[src/core/dnac_pkg.sv]
// constants and types shared by the axis control word decoder
// assumes a single 125 MHz clock and a plain register port
package dnac_pkg;
  // ****************************************
  // register offsets (byte addresses)
  // ****************************************
  localparam logic [7:0] OFS_CTRL   = 8'h00;
  localparam logic [7:0] OFS_CURLIM = 8'h04;
  localparam logic [7:0] OFS_TARGET = 8'h08;
  localparam logic [7:0] OFS_SPEED  = 8'h0C;
  localparam logic [7:0] OFS_CFG    = 8'h10;
  localparam logic [7:0] OFS_JOG1   = 8'h14;
  localparam logic [7:0] OFS_JOG2   = 8'h18;
  localparam logic [7:0] OFS_INCH1  = 8'h1C;
  localparam logic [7:0] OFS_INCH2  = 8'h20;
  localparam logic [7:0] OFS_STATUS = 8'h24;
  localparam logic [7:0] OFS_CURPCT = 8'h28;
  localparam logic [7:0] OFS_ID     = 8'h2C;
  // ****************************************
  // control word bits
  // ****************************************
  localparam int unsigned B_START  = 0;
  localparam int unsigned B_HOME   = 1;
  localparam int unsigned B_HOLD   = 2;
  localparam int unsigned B_FCLR   = 3;
  localparam int unsigned B_DRIVE  = 4;
  localparam int unsigned B_STEP   = 5;
  localparam int unsigned B_ALT    = 6;
  localparam int unsigned B_TOWARD = 7;
  localparam int unsigned B_AWAY   = 8;
  localparam int unsigned B_PRESS  = 12;
  localparam int unsigned B_DIR    = 13;
  localparam int unsigned B_REL    = 14;
  localparam int unsigned B_BRAKE  = 15;
  // bits 9..11 are not available and read as zero
  localparam logic [15:0] CTRL_MASK = 16'hF1FF;
  localparam int unsigned CFG_CTRL_PRESS = 0;
  localparam int unsigned S_DONE  = 0;
  localparam int unsigned S_BUSY  = 1;
  localparam int unsigned S_HOLD  = 2;
  localparam int unsigned S_DRIVE = 3;
  localparam int unsigned S_JOG   = 4;
  localparam logic [15:0] S_MASK  = 16'h001F;
  // ****************************************
  // current limit scale: 255 = 100 %, 510 = 200 %
  // ****************************************
  localparam logic [8:0] CURLIM_FULL = 9'h0FF;
  localparam logic [8:0] CURLIM_MAX  = 9'h1FE;
  localparam logic [6:0] PCT_FULL    = 7'h64;
  // value is arbitrary
  localparam logic [31:0] BLOCK_ID = 32'h0000_D0C1;

  typedef enum logic [2:0] {
    ST_IDLE,
    ST_MOVE,
    ST_HOME,
    ST_JOG,
    ST_INCH
  } dnac_state_type;

  function automatic logic dnac_rose(input logic prev, input logic cur);
    dnac_rose = cur & ~prev;
  endfunction
endpackage

[src/core/dnac_scale.sv]
// press current limit word to percent, registered
// assumes reset already synchronised by the parent
`timescale 1ns/1ps
`default_nettype none
module dnac_scale (
  input  wire logic        clk_sys,
  input  wire logic        rst_sync_n,
  input  wire logic [15:0] limit_word,
  output var  logic [7:0]  limit_pct
);
  logic [8:0]  sat;
  logic [15:0] prod;

  always_comb begin
    sat  = (limit_word > 16'(dnac_pkg::CURLIM_MAX)) ? dnac_pkg::CURLIM_MAX : limit_word[8:0];
    prod = 16'(sat) * 16'(dnac_pkg::PCT_FULL);
  end

  always_ff @(posedge clk_sys or negedge rst_sync_n) begin
    if (!rst_sync_n) begin
      limit_pct <= 8'h00;
    end else begin
      // round to nearest so 127 reads as 50 rather than 49
      limit_pct <= 8'((prod + 16'(dnac_pkg::CURLIM_FULL >> 1)) / 16'(dnac_pkg::CURLIM_FULL));
    end
  end

  property p_pct_range;
    @(posedge clk_sys) disable iff (!rst_sync_n)
      limit_pct <= 8'hC8;
  endproperty
  a_pct_range: assert property (p_pct_range) else $error("press limit above 200 pct");

  property p_pct_full;
    @(posedge clk_sys) disable iff (!rst_sync_n)
      limit_word == 16'(dnac_pkg::CURLIM_FULL) |=> limit_pct == 8'(dnac_pkg::PCT_FULL);
  endproperty
  a_pct_full: assert property (p_pct_full) else $error("255 did not give 100 pct");
endmodule
`default_nettype wire

[src/core/dnac_ctrl.sv]
// axis control word decoder, top level
// assumes registers written over a plain strobe port; the motion
// engine outside reports position and a one-cycle done pulse
//
// How it works
// - press limit 0..510 maps to 0..200 percent
// - every control bit asserted when one
// - bit 14 makes target relative
// - bit 13 press direction, controller method only
// - bit 12 selects press instead of positioning
// - bit 8 jogs away from origin
// - bit 7 jogs toward origin
// - bit 6 selects second jog/inch set
// - alternate set uses nonzero commanded speed
// - bit 5 selects inching step or jog
// - bit 4 enables the drive
// - bit 3 performs fault clear
// - bit 2 pauses current motion
// - bit 1 home return runs to completion
// - bit 0 move runs to completion
// - zero speed stays stopped, decelerates when moving
// - target is signed 32-bit hundredths mm
//
// Design decisions made here: the plain strobed port and the address map.
`timescale 1ns/1ps
`default_nettype none
module dnac_ctrl #(
  parameter logic [15:0] JOG1_RST  = 16'h000A,
  parameter logic [15:0] JOG2_RST  = 16'h0064,
  parameter logic [31:0] INCH1_RST = 32'h0000_000A,
  parameter logic [31:0] INCH2_RST = 32'h0000_0064
) (
  input  wire logic        clk_sys,
  input  wire logic        rst_n,
  input  wire logic [7:0]  reg_addr,
  input  wire logic [31:0] reg_wdata,
  input  wire logic        reg_wr,
  input  wire logic        reg_rd,
  output var  logic [31:0] reg_rdata,
  input  wire logic [31:0] axis_position,
  input  wire logic        axis_done,
  output var  logic        move_start_request,
  output var  logic        home_start,
  output var  logic        inch_start,
  output var  logic        jog_run,
  output var  logic        manual_dir_away,
  output var  logic [15:0] manual_speed,
  output var  logic [31:0] inch_distance,
  output var  logic signed [31:0] target_abs,
  output var  logic [15:0] move_speed,
  output var  logic        decel_stop,
  output var  logic        press_mode,
  output var  logic        press_dir_away,
  output var  logic [7:0]  press_limit_pct,
  output var  logic        drive_enable_request,
  output var  logic        fault_clear_request,
  output var  logic        hold_request,
  output var  logic        brake_release_force,
  output var  logic        motion_done_flag
);
  // ****************************************
  // reset release
  // ****************************************
  logic rst_meta_r;
  logic rst_sync_r;

  always_ff @(posedge clk_sys or negedge rst_n) begin
    if (!rst_n) begin
      rst_meta_r <= 1'b0;
      rst_sync_r <= 1'b0;
    end else begin
      rst_meta_r <= 1'b1;
      rst_sync_r <= rst_meta_r;
    end
  end

  // ****************************************
  // registers
  // ****************************************
  logic [15:0]                ctrl_r;
  logic [15:0]                ctrl_prev_r;
  logic [15:0]                curlim_r;
  logic signed [31:0]         target_r;
  logic [15:0]                speed_r;
  logic [0:0]                 cfg_r;
  logic [15:0]                jog1_r;
  logic [15:0]                jog2_r;
  logic [31:0]                inch1_r;
  logic [31:0]                inch2_r;
  dnac_pkg::dnac_state_type   state_r;
  dnac_pkg::dnac_state_type   state_nxt;

  // bits latched as written except ctrl bits 9..11, which are masked to zero; one means on
  always_ff @(posedge clk_sys or negedge rst_sync_r) begin
    if (!rst_sync_r) begin
      ctrl_r   <= 16'h0000;
      curlim_r <= 16'h0000;
      target_r <= 32'sh0000_0000;
      speed_r  <= 16'h0000;
      cfg_r    <= 1'b0;
      jog1_r   <= JOG1_RST;
      jog2_r   <= JOG2_RST;
      inch1_r  <= INCH1_RST;
      inch2_r  <= INCH2_RST;
    end else if (reg_wr) begin
      unique case (reg_addr)
        dnac_pkg::OFS_CTRL:   ctrl_r   <= reg_wdata[15:0] & dnac_pkg::CTRL_MASK;
        dnac_pkg::OFS_CURLIM: curlim_r <= reg_wdata[15:0];
        dnac_pkg::OFS_TARGET: target_r <= signed'(reg_wdata);
        dnac_pkg::OFS_SPEED:  speed_r  <= reg_wdata[15:0];
        dnac_pkg::OFS_CFG:    cfg_r    <= reg_wdata[dnac_pkg::CFG_CTRL_PRESS];
        dnac_pkg::OFS_JOG1:   jog1_r   <= reg_wdata[15:0];
        dnac_pkg::OFS_JOG2:   jog2_r   <= reg_wdata[15:0];
        dnac_pkg::OFS_INCH1:  inch1_r  <= reg_wdata;
        dnac_pkg::OFS_INCH2:  inch2_r  <= reg_wdata;
        default: ;
      endcase
    end
  end

  always_ff @(posedge clk_sys or negedge rst_sync_r) begin
    if (!rst_sync_r) begin
      ctrl_prev_r <= 16'h0000;
    end else begin
      ctrl_prev_r <= ctrl_r;
    end
  end

  // ****************************************
  // decode
  // ****************************************
  logic drive_on;
  logic hold_on;
  logic step_mode;
  logic jog_any;
  logic start_rise;
  logic home_rise;
  logic fclr_rise;
  logic away_rise;
  logic toward_rise;

  always_comb begin
    drive_on    = ctrl_r[dnac_pkg::B_DRIVE];
    hold_on     = ctrl_r[dnac_pkg::B_HOLD];
    step_mode   = ctrl_r[dnac_pkg::B_STEP];
    jog_any     = ctrl_r[dnac_pkg::B_AWAY] | ctrl_r[dnac_pkg::B_TOWARD];
    // edge detection for start, home, fault clear and both jog bits
    start_rise  = dnac_pkg::dnac_rose(ctrl_prev_r[dnac_pkg::B_START], ctrl_r[dnac_pkg::B_START]);
    home_rise   = dnac_pkg::dnac_rose(ctrl_prev_r[dnac_pkg::B_HOME], ctrl_r[dnac_pkg::B_HOME]);
    fclr_rise   = dnac_pkg::dnac_rose(ctrl_prev_r[dnac_pkg::B_FCLR], ctrl_r[dnac_pkg::B_FCLR]);
    away_rise   = dnac_pkg::dnac_rose(ctrl_prev_r[dnac_pkg::B_AWAY], ctrl_r[dnac_pkg::B_AWAY]);
    toward_rise = dnac_pkg::dnac_rose(ctrl_prev_r[dnac_pkg::B_TOWARD],
                                      ctrl_r[dnac_pkg::B_TOWARD]);
  end

  // ****************************************
  // sequencer
  // ****************************************
  // drive off abandons any motion; hold only pauses, engine keeps state
  always_comb begin
    state_nxt = state_r;
    unique case (state_r)
      dnac_pkg::ST_IDLE: begin
        // zero speed start is swallowed, no alarm
        if (drive_on && !hold_on && start_rise && speed_r != 16'h0000) begin
          state_nxt = dnac_pkg::ST_MOVE;
        end else if (drive_on && !hold_on && home_rise) begin
          state_nxt = dnac_pkg::ST_HOME;
        // step per edge or continuous jog
        end else if (drive_on && !hold_on && step_mode && (away_rise || toward_rise)) begin
          state_nxt = dnac_pkg::ST_INCH;
        end else if (drive_on && !hold_on && !step_mode && jog_any) begin
          state_nxt = dnac_pkg::ST_JOG;
        end
      end
      // stays until done, whatever bit 0 does
      // stays until done, whatever bit 1 does
      dnac_pkg::ST_MOVE,
      dnac_pkg::ST_HOME,
      dnac_pkg::ST_INCH: begin
        if (axis_done || !drive_on) begin
          state_nxt = dnac_pkg::ST_IDLE;
        end
      end
      // jog ends when its bit drops
      dnac_pkg::ST_JOG: begin
        if (!jog_any || !drive_on || step_mode) begin
          state_nxt = dnac_pkg::ST_IDLE;
        end
      end
    endcase
  end

  always_ff @(posedge clk_sys or negedge rst_sync_r) begin
    if (!rst_sync_r) begin
      state_r <= dnac_pkg::ST_IDLE;
    end else begin
      state_r <= state_nxt;
    end
  end

  // ****************************************
  // move command outputs
  // ****************************************
  logic go_move;
  logic go_home;
  logic go_inch;

  always_comb begin
    go_move = (state_r == dnac_pkg::ST_IDLE) && (state_nxt == dnac_pkg::ST_MOVE);
    go_home = (state_r == dnac_pkg::ST_IDLE) && (state_nxt == dnac_pkg::ST_HOME);
    go_inch = (state_r == dnac_pkg::ST_IDLE) && (state_nxt == dnac_pkg::ST_INCH);
  end

  always_ff @(posedge clk_sys or negedge rst_sync_r) begin
    if (!rst_sync_r) begin
      move_start_request <= 1'b0;
      home_start         <= 1'b0;
      inch_start         <= 1'b0;
      target_abs         <= 32'sh0000_0000;
      press_mode         <= 1'b0;
      press_dir_away     <= 1'b0;
    end else begin
      move_start_request <= go_move;
      home_start         <= go_home;
      inch_start         <= go_inch;
      if (go_move) begin
        target_abs     <= ctrl_r[dnac_pkg::B_REL] ? target_r + signed'(axis_position) : target_r;
        press_mode     <= ctrl_r[dnac_pkg::B_PRESS];
        press_dir_away <= ctrl_r[dnac_pkg::B_PRESS] & cfg_r[dnac_pkg::CFG_CTRL_PRESS]
                          & ctrl_r[dnac_pkg::B_DIR];
      end
    end
  end

  // speed follows the word live so a zero mid-move slows to a stop
  always_ff @(posedge clk_sys or negedge rst_sync_r) begin
    if (!rst_sync_r) begin
      move_speed <= 16'h0000;
      decel_stop <= 1'b0;
    end else begin
      move_speed <= speed_r;
      decel_stop <= (state_r == dnac_pkg::ST_MOVE) && (speed_r == 16'h0000);
    end
  end

  // ****************************************
  // manual motion outputs
  // ****************************************
  always_ff @(posedge clk_sys or negedge rst_sync_r) begin
    if (!rst_sync_r) begin
      jog_run         <= 1'b0;
      manual_dir_away <= 1'b0;
      manual_speed    <= 16'h0000;
      inch_distance   <= 32'h0000_0000;
    end else begin
      jog_run <= (state_nxt == dnac_pkg::ST_JOG);
      // away wins when both jog bits stand
      if (state_r != dnac_pkg::ST_INCH) begin
        manual_dir_away <= ctrl_r[dnac_pkg::B_AWAY];
      end
      // nonzero commanded speed overrides jog speed 2
      if (!ctrl_r[dnac_pkg::B_ALT]) begin
        manual_speed  <= jog1_r;
        inch_distance <= inch1_r;
      end else begin
        manual_speed  <= (speed_r != 16'h0000) ? speed_r : jog2_r;
        inch_distance <= inch2_r;
      end
    end
  end

  // ****************************************
  // drive, hold, fault clear, brake
  // ****************************************
  always_ff @(posedge clk_sys or negedge rst_sync_r) begin
    if (!rst_sync_r) begin
      drive_enable_request <= 1'b0;
      hold_request         <= 1'b0;
      fault_clear_request  <= 1'b0;
      brake_release_force  <= 1'b0;
    end else begin
      drive_enable_request <= drive_on;
      hold_request         <= hold_on;
      fault_clear_request  <= fclr_rise;
      brake_release_force  <= ctrl_r[dnac_pkg::B_BRAKE];
    end
  end

  // set on completion wins over any clear in the same cycle
  always_ff @(posedge clk_sys or negedge rst_sync_r) begin
    if (!rst_sync_r) begin
      motion_done_flag <= 1'b0;
    end else if (axis_done && state_r != dnac_pkg::ST_IDLE && state_r != dnac_pkg::ST_JOG) begin
      motion_done_flag <= 1'b1;
    end else if (go_move || go_home || go_inch || !drive_on) begin
      motion_done_flag <= 1'b0;
    end
  end

  // ****************************************
  // press limit scaling and read port
  // ****************************************
  dnac_scale u_scale (
    .clk_sys    (clk_sys),
    .rst_sync_n (rst_sync_r),
    .limit_word (curlim_r),
    .limit_pct  (press_limit_pct)
  );

  logic [15:0] status;

  always_comb begin
    status = 16'h0000;
    status[dnac_pkg::S_DONE]  = motion_done_flag;
    status[dnac_pkg::S_BUSY]  = (state_r != dnac_pkg::ST_IDLE);
    status[dnac_pkg::S_HOLD]  = hold_request;
    status[dnac_pkg::S_DRIVE] = drive_enable_request;
    status[dnac_pkg::S_JOG]   = jog_run;
    status = status & dnac_pkg::S_MASK;
  end

  // unmapped offsets read as zero; data valid only the cycle after
  always_ff @(posedge clk_sys or negedge rst_sync_r) begin
    if (!rst_sync_r) begin
      reg_rdata <= 32'h0000_0000;
    end else if (reg_rd) begin
      unique case (reg_addr)
        dnac_pkg::OFS_CTRL:   reg_rdata <= {16'h0000, ctrl_r};
        dnac_pkg::OFS_CURLIM: reg_rdata <= {16'h0000, curlim_r};
        dnac_pkg::OFS_TARGET: reg_rdata <= unsigned'(target_r);
        dnac_pkg::OFS_SPEED:  reg_rdata <= {16'h0000, speed_r};
        dnac_pkg::OFS_CFG:    reg_rdata <= {31'h0000_0000, cfg_r};
        dnac_pkg::OFS_JOG1:   reg_rdata <= {16'h0000, jog1_r};
        dnac_pkg::OFS_JOG2:   reg_rdata <= {16'h0000, jog2_r};
        dnac_pkg::OFS_INCH1:  reg_rdata <= inch1_r;
        dnac_pkg::OFS_INCH2:  reg_rdata <= inch2_r;
        dnac_pkg::OFS_STATUS: reg_rdata <= {16'h0000, status};
        dnac_pkg::OFS_CURPCT: reg_rdata <= {24'h00_0000, press_limit_pct};
        dnac_pkg::OFS_ID:     reg_rdata <= dnac_pkg::BLOCK_ID;
        default:              reg_rdata <= 32'h0000_0000;
      endcase
    end else begin
      reg_rdata <= 32'h0000_0000;
    end
  end

  // ****************************************
  // checks
  // ****************************************
  property p_move_holds;
    @(posedge clk_sys) disable iff (!rst_sync_r)
      state_r == dnac_pkg::ST_MOVE && !axis_done && drive_on |=> state_r == dnac_pkg::ST_MOVE;
  endproperty
  a_move_holds: assert property (p_move_holds) else $error("move abandoned early");

  property p_home_holds;
    @(posedge clk_sys) disable iff (!rst_sync_r)
      state_r == dnac_pkg::ST_HOME && !axis_done && drive_on |=> state_r == dnac_pkg::ST_HOME;
  endproperty
  a_home_holds: assert property (p_home_holds) else $error("home abandoned early");

  property p_single_start;
    @(posedge clk_sys) disable iff (!rst_sync_r)
      move_start_request |=> !move_start_request [*2];
  endproperty
  a_single_start: assert property (p_single_start) else $error("start retriggered");

  property p_rel_target;
    @(posedge clk_sys) disable iff (!rst_sync_r)
      move_start_request |-> target_abs == ($past(ctrl_r[dnac_pkg::B_REL])
        ? $past(target_r) + signed'($past(axis_position)) : $past(target_r));
  endproperty
  a_rel_target: assert property (p_rel_target) else $error("target wrong");

  property p_zero_speed;
    @(posedge clk_sys) disable iff (!rst_sync_r)
      move_start_request |-> $past(speed_r) != 16'h0000;
  endproperty
  a_zero_speed: assert property (p_zero_speed) else $error("started at zero speed");

  property p_alt_speed;
    @(posedge clk_sys) disable iff (!rst_sync_r)
      ctrl_r[dnac_pkg::B_ALT] && speed_r == 16'h0000 |=> manual_speed == $past(jog2_r);
  endproperty
  a_alt_speed: assert property (p_alt_speed) else $error("jog speed 2 not used");

  property p_jog_stop;
    @(posedge clk_sys) disable iff (!rst_sync_r)
      state_r == dnac_pkg::ST_JOG && !jog_any |=> !jog_run ##0 state_r == dnac_pkg::ST_IDLE;
  endproperty
  a_jog_stop: assert property (p_jog_stop) else $error("jog did not stop");

  property p_drive_follow;
    @(posedge clk_sys) disable iff (!rst_sync_r)
      reg_wr && reg_addr == dnac_pkg::OFS_CTRL
        |=> ##1 drive_enable_request == $past(reg_wdata[dnac_pkg::B_DRIVE], 2);
  endproperty
  a_drive_follow: assert property (p_drive_follow) else $error("drive not bit 4");

  property p_press_dir;
    @(posedge clk_sys) disable iff (!rst_sync_r)
      // cfg may change after capture, so it is judged at the start pulse only
      press_dir_away |-> press_mode
        && (!move_start_request || $past(cfg_r[dnac_pkg::CFG_CTRL_PRESS]));
  endproperty
  a_press_dir: assert property (p_press_dir) else $error("press direction misused");

  property p_fclr_pulse;
    @(posedge clk_sys) disable iff (!rst_sync_r)
      fault_clear_request |=> !fault_clear_request;
  endproperty
  a_fclr_pulse: assert property (p_fclr_pulse) else $error("fault clear too long");
endmodule
`default_nettype wire

[config.mk]
export PLATFORM = sky130hd
export DESIGN_NAME = dnac_ctrl
export DESIGN_NICKNAME = d
export VERILOG_FILES = /design/src/core/dnac_pkg.sv /design/src/core/dnac_scale.sv /design/src/core/dnac_ctrl.sv
export SDC_FILE = /design/constraint.sdc
export NUM_CORES = 1
export LEC_CHECK = 0
export ABC_CLOCK_PERIOD_IN_PS = 27200
export BUFFER_PORTS_ARGS = -buffer_cell sky130_fd_sc_hd__buf_2
export CAP_MARGIN = 30
export CORE_ASPECT_RATIO = 1.1
export CORE_UTILIZATION = 44
export DETAILED_ROUTE_END_ITERATION = 6
export SETUP_SLACK_MARGIN = 0.2
export SLEW_MARGIN = 20
export SYNTH_ARGS = -nofsm -noshare
export SYNTH_HDL_FRONTEND = slang
export SYNTH_SLANG_ARGS = --single-unit
[constraint.sdc]
create_clock -name clk_sys -period 27.2 [get_ports clk_sys]
set_input_delay 5.44 -clock clk_sys [delete_from_list [all_inputs] [get_ports clk_sys]]
set_output_delay 5.44 -clock clk_sys [all_outputs]
set_load 0.05 [all_outputs]
==> results.txt <==
The number of cells traversed by the worst register-to-register path came out at 40. In the routed design, unresolved DRC markers number 0. In this run, distinct cell masters in the synthesized netlist total 99. The initial cell density of the core is 0.446. The die width came out at 194 um. The clock period minus worst slack is 10.99 ns.

Including well taps, the total number of placed cells is 2,317. The upper clock frequency limit is 91.0 MHz. The portion of the clock cycle consumed by the worst path in the final layout is 0.404. The share of the Yosys chip area taken by registers is 0.466. The number of port buffers is 225. The average footprint of a synthesized cell is 11.0 um^2. The maximum number of pins on one net before global-route repair came out at 77. The total power consumption of the routed design came out at 0.00277 W. The top-area cell type share of the netlist area is 0.451. The async set or reset register ratio after synthesis came out at 1.00.

The number of storage elements in the synthesis netlist is 333. The max-slew headroom at the worst pin is 0.331. The worst-case clock skew came out at 0.0222 ns. No sink is reached through more buffers than the 3 on the longest clock path. The number of buffers added by the clock tree synthesis step is 36.

The area of the placeable core is 0.0402 mm^2. The residual antenna-violating net count after detailed routing is 0. The global router's overall resource usage came out at 0.264.

The clock transition time at the flip-flop clock pins of the worst setup and hold paths is 0.06 ns. The data arrival at the endpoint of the critical path came out at 11.42 ns. The highest ir drop seen on vdd is 205 uV. The number of top-level pins came out at 226. The floorplan step defined a die boundary enclosing 0.0415 mm^2.

Counting every sink on the clock net gives 333. Among all stages on the critical path, the largest delay is contributed by sky130_fd_sc_hd__o31ai_1. At the end of the flow, the number of nets in the layout was 1,999. The number of hold-slack violations in the final timing report came out at 0. The via count of the first global-routing pass is 14,196. The first TritonRoute pass finished after 6 iterations. The critical path in this run is classified as flop to flop. Of the cells placed in the final design, the portion with a size suffix greater than 1 is 0.318. After synthesis, the most frequently instantiated cells are 323 x sky130_fd_sc_hd__dfrtp_1, 209 x sky130_fd_sc_hd__mux2_2, 118 x sky130_fd_sc_hd__nor2_1, 93 x sky130_fd_sc_hd__a21oi_1, 91 x sky130_fd_sc_hd__nand2_1.

Of the total synthesized cell area, the portion taken by XOR and XNOR cells is 0.0301. The wire length reported by the detailed router is 54,900 um. The relative area change from synthesis to final layout is 17.1%. The row count is 77. The highest cell delay on the worst timing path is 0.55 ns. The wire length per cell came out at 23.0 um. The worst-skew pair later-pin latency is 0.54 ns. The category of the worst setup path capture point is a flop. The tree is rooted in a sky130_fd_sc_hd__clkbuf_16. The floorplan step set the die height to 214 um. The detailed-placement wirelength estimate is 39,500 um.

The quantity of hold-fixing buffers added after cts is 0. The most instantiated library cell after synthesis is sky130_fd_sc_hd__dfrtp_1. The number of buffers inserted by post-CTS setup repair came out at 0. The areal power density over the cells came out at 132 mW/mm^2. The vias per cell is 5.99. After the first detailed-routing iteration, the DRC count stood at 1,067.

The pin slew with the least headroom to its limit came out at 0.997 ns. The run finished with clean final reports. The proportion of synthesized area in mux cells is 0.141.

The final number of max-transition violations was 0. The number of enable-type register cells in the synthesized netlist is 0. The routability congestion estimate from global placement is 0.847.

The count of placed standard cells in the final layout, fillers left out came out at 2,390. The final hold slack is 0.259 ns. The initial antenna violation count came out at 2.

The endpoint required time on the critical path came out at 27.62 ns. The number of levels the H-tree was split into came out at 2. The gate count after technology mapping is 1,623. TritonCTS built the clock tree. By area the synthesized netlist is led by sky130_fd_sc_hd__dfrtp_1 45%, sky130_fd_sc_hd__mux2_2 13%, sky130_fd_sc_hd__ha_1 4.8%. The logic depth of the worst setup path including buffers is 40. Setup repair after global routing left no endpoint under its margin. The synthesis warning total is 0. In this run the worst hold path is classified as flop to asynchronous set/reset pin. The setup TNS is 0 ns.

The core occupancy in the finished layout is 0.522. The library cell occupying the most area in the post-synthesis netlist is sky130_fd_sc_hd__dfrtp_1. The total via count in the routed design came out at 14,306. Max-cap violations in this run came to 0. The net count after synthesis is 1,774. Setup violations remaining at the end of the flow were counted as 0. The basic-gate share of the synthesized area counting and, or, nand and nor cells is 0.108. The leakage power figure is 10.1 nW. The cell area that synthesis handed to floorplanning was 0.0179 mm^2.

The first-pass GRT wire length came out at 84,300 um. The kind of cell with the highest combined delay along the critical path is compound AO/OA/AOI/OAI gates. The area fraction in compound gates after synthesis is 0.174. The arithmetic-cell share of the synthesized area counting full adders, half adders and majority gates is 0.0549. The buffering stage count on the worst path with inverters included came out at 6.

The maximum fanout count along the critical path came out at 14. The quantity of gates resized following cts is 0. By area, the combinational part of the netlist is dominated by compound AO/OA/AOI/OAI gates.

The most instantiated flip-flop cell in the synthesis netlist is sky130_fd_sc_hd__dfrtp_1. STA classifies the critical path startpoint as a flop. For this run the aggregate overflow at the end of global routing stands at 0.
per-stage QoR:
stage,worst slack [ns],instance area (um^2)
after floorplan,17.25,17900
after global placement,16.13,19600
after detailed placement,16.19,19600
after CTS,16.15,20900
after global routing,15.25,21000
final,16.21,21000
per-layer routing:
layer / vias to the layer above / global-route usage / routed length, um
met5: - / 0 / 14
met4: 2 / 0.0873 / 1550
met3: 92 / 0.0368 / 3070
met2: 502 / 0.461 / 26800
met1: 7182 / 0.339 / 23400
li1: 6528 / - / -
area by class of cell:
cell class	instances	area, um^2
fillers	3660	19200
multi-input cells	1170	9120
flip-flops and latches	333	8350
repair buffers	253	1390
clock buffers	54	1070
well taps	513	642
inverters	54	203
clock inverters	12	201
diodes	1	2.50
final timing paths:
check                                   from                    to  slack [ns]
worst max-delay path            curlim_r[15]  u_scale.limit_pct[0]       16.21
worst min-delay path              rst_sync_r        target_abs[15]        0.26
worst max register to register  curlim_r[15]  u_scale.limit_pct[0]       16.21
worst min register to register    rst_sync_r        target_abs[15]        0.26
max in group asynchronous              rst_n            rst_sync_r       22.41
min in group clk_sys              rst_meta_r            rst_sync_r        0.35
cells in the final DEF (no fill, tap or decap), types with 23 or more instances in the layout:
cell / synthesis / layout
sky130_fd_sc_hd__nand3_1: 27 / 27
sky130_fd_sc_hd__nand2_1: 91 / 91
sky130_fd_sc_hd__nor3_1: 32 / 32
sky130_fd_sc_hd__mux2_2: 209 / 209
sky130_fd_sc_hd__a222oi_1: 23 / 23
sky130_fd_sc_hd__a21oi_1: 93 / 93
sky130_fd_sc_hd__buf_2: 4 / 226
sky130_fd_sc_hd__xnor2_1: 37 / 37
sky130_fd_sc_hd__dfrtp_1: 323 / 321
sky130_fd_sc_hd__nor2_1: 118 / 113
sky130_fd_sc_hd__o21ai_0: 69 / 69
sky130_fd_sc_hd__a31oi_1: 26 / 26
sky130_fd_sc_hd__ha_1: 69 / 69
sky130_fd_sc_hd__inv_1: 54 / 54
sky130_fd_sc_hd__clkbuf_16: 0 / 38
flip-flops by register name (all words and copies together), names as in the netlist, 3 cells and up:
name               flops
inch1_r               32
inch2_r               32
inch_distance         32
reg_rdata             32
target_abs            32
target_r              32
curlim_r              16
jog1_r                16
jog2_r                16
manual_speed          16
move_speed            16
speed_r               16
ctrl_r                13
u_scale.limit_pct      8
ctrl_prev_r            7
state_r                3
logic make-up after synthesis:
| kind of cell | Yosys count |
|---|---|
| xor+xnor | 59 |
| other cells | 1 |
| flops | 333 |
| compound gates | 428 |
| buf+inv | 120 |
| fa+ha+maj | 76 |
| simple gates | 380 |
| mux | 226 |
power breakdown:
part           internal, W  switching, W  total, W
sequential        0.000544     0.0000409  0.000585
combinational     0.000562       0.00110   0.00166
clock             0.000321      0.000202  0.000524
total              0.00143       0.00134   0.00277
Power figures use the tool's default switching activity.
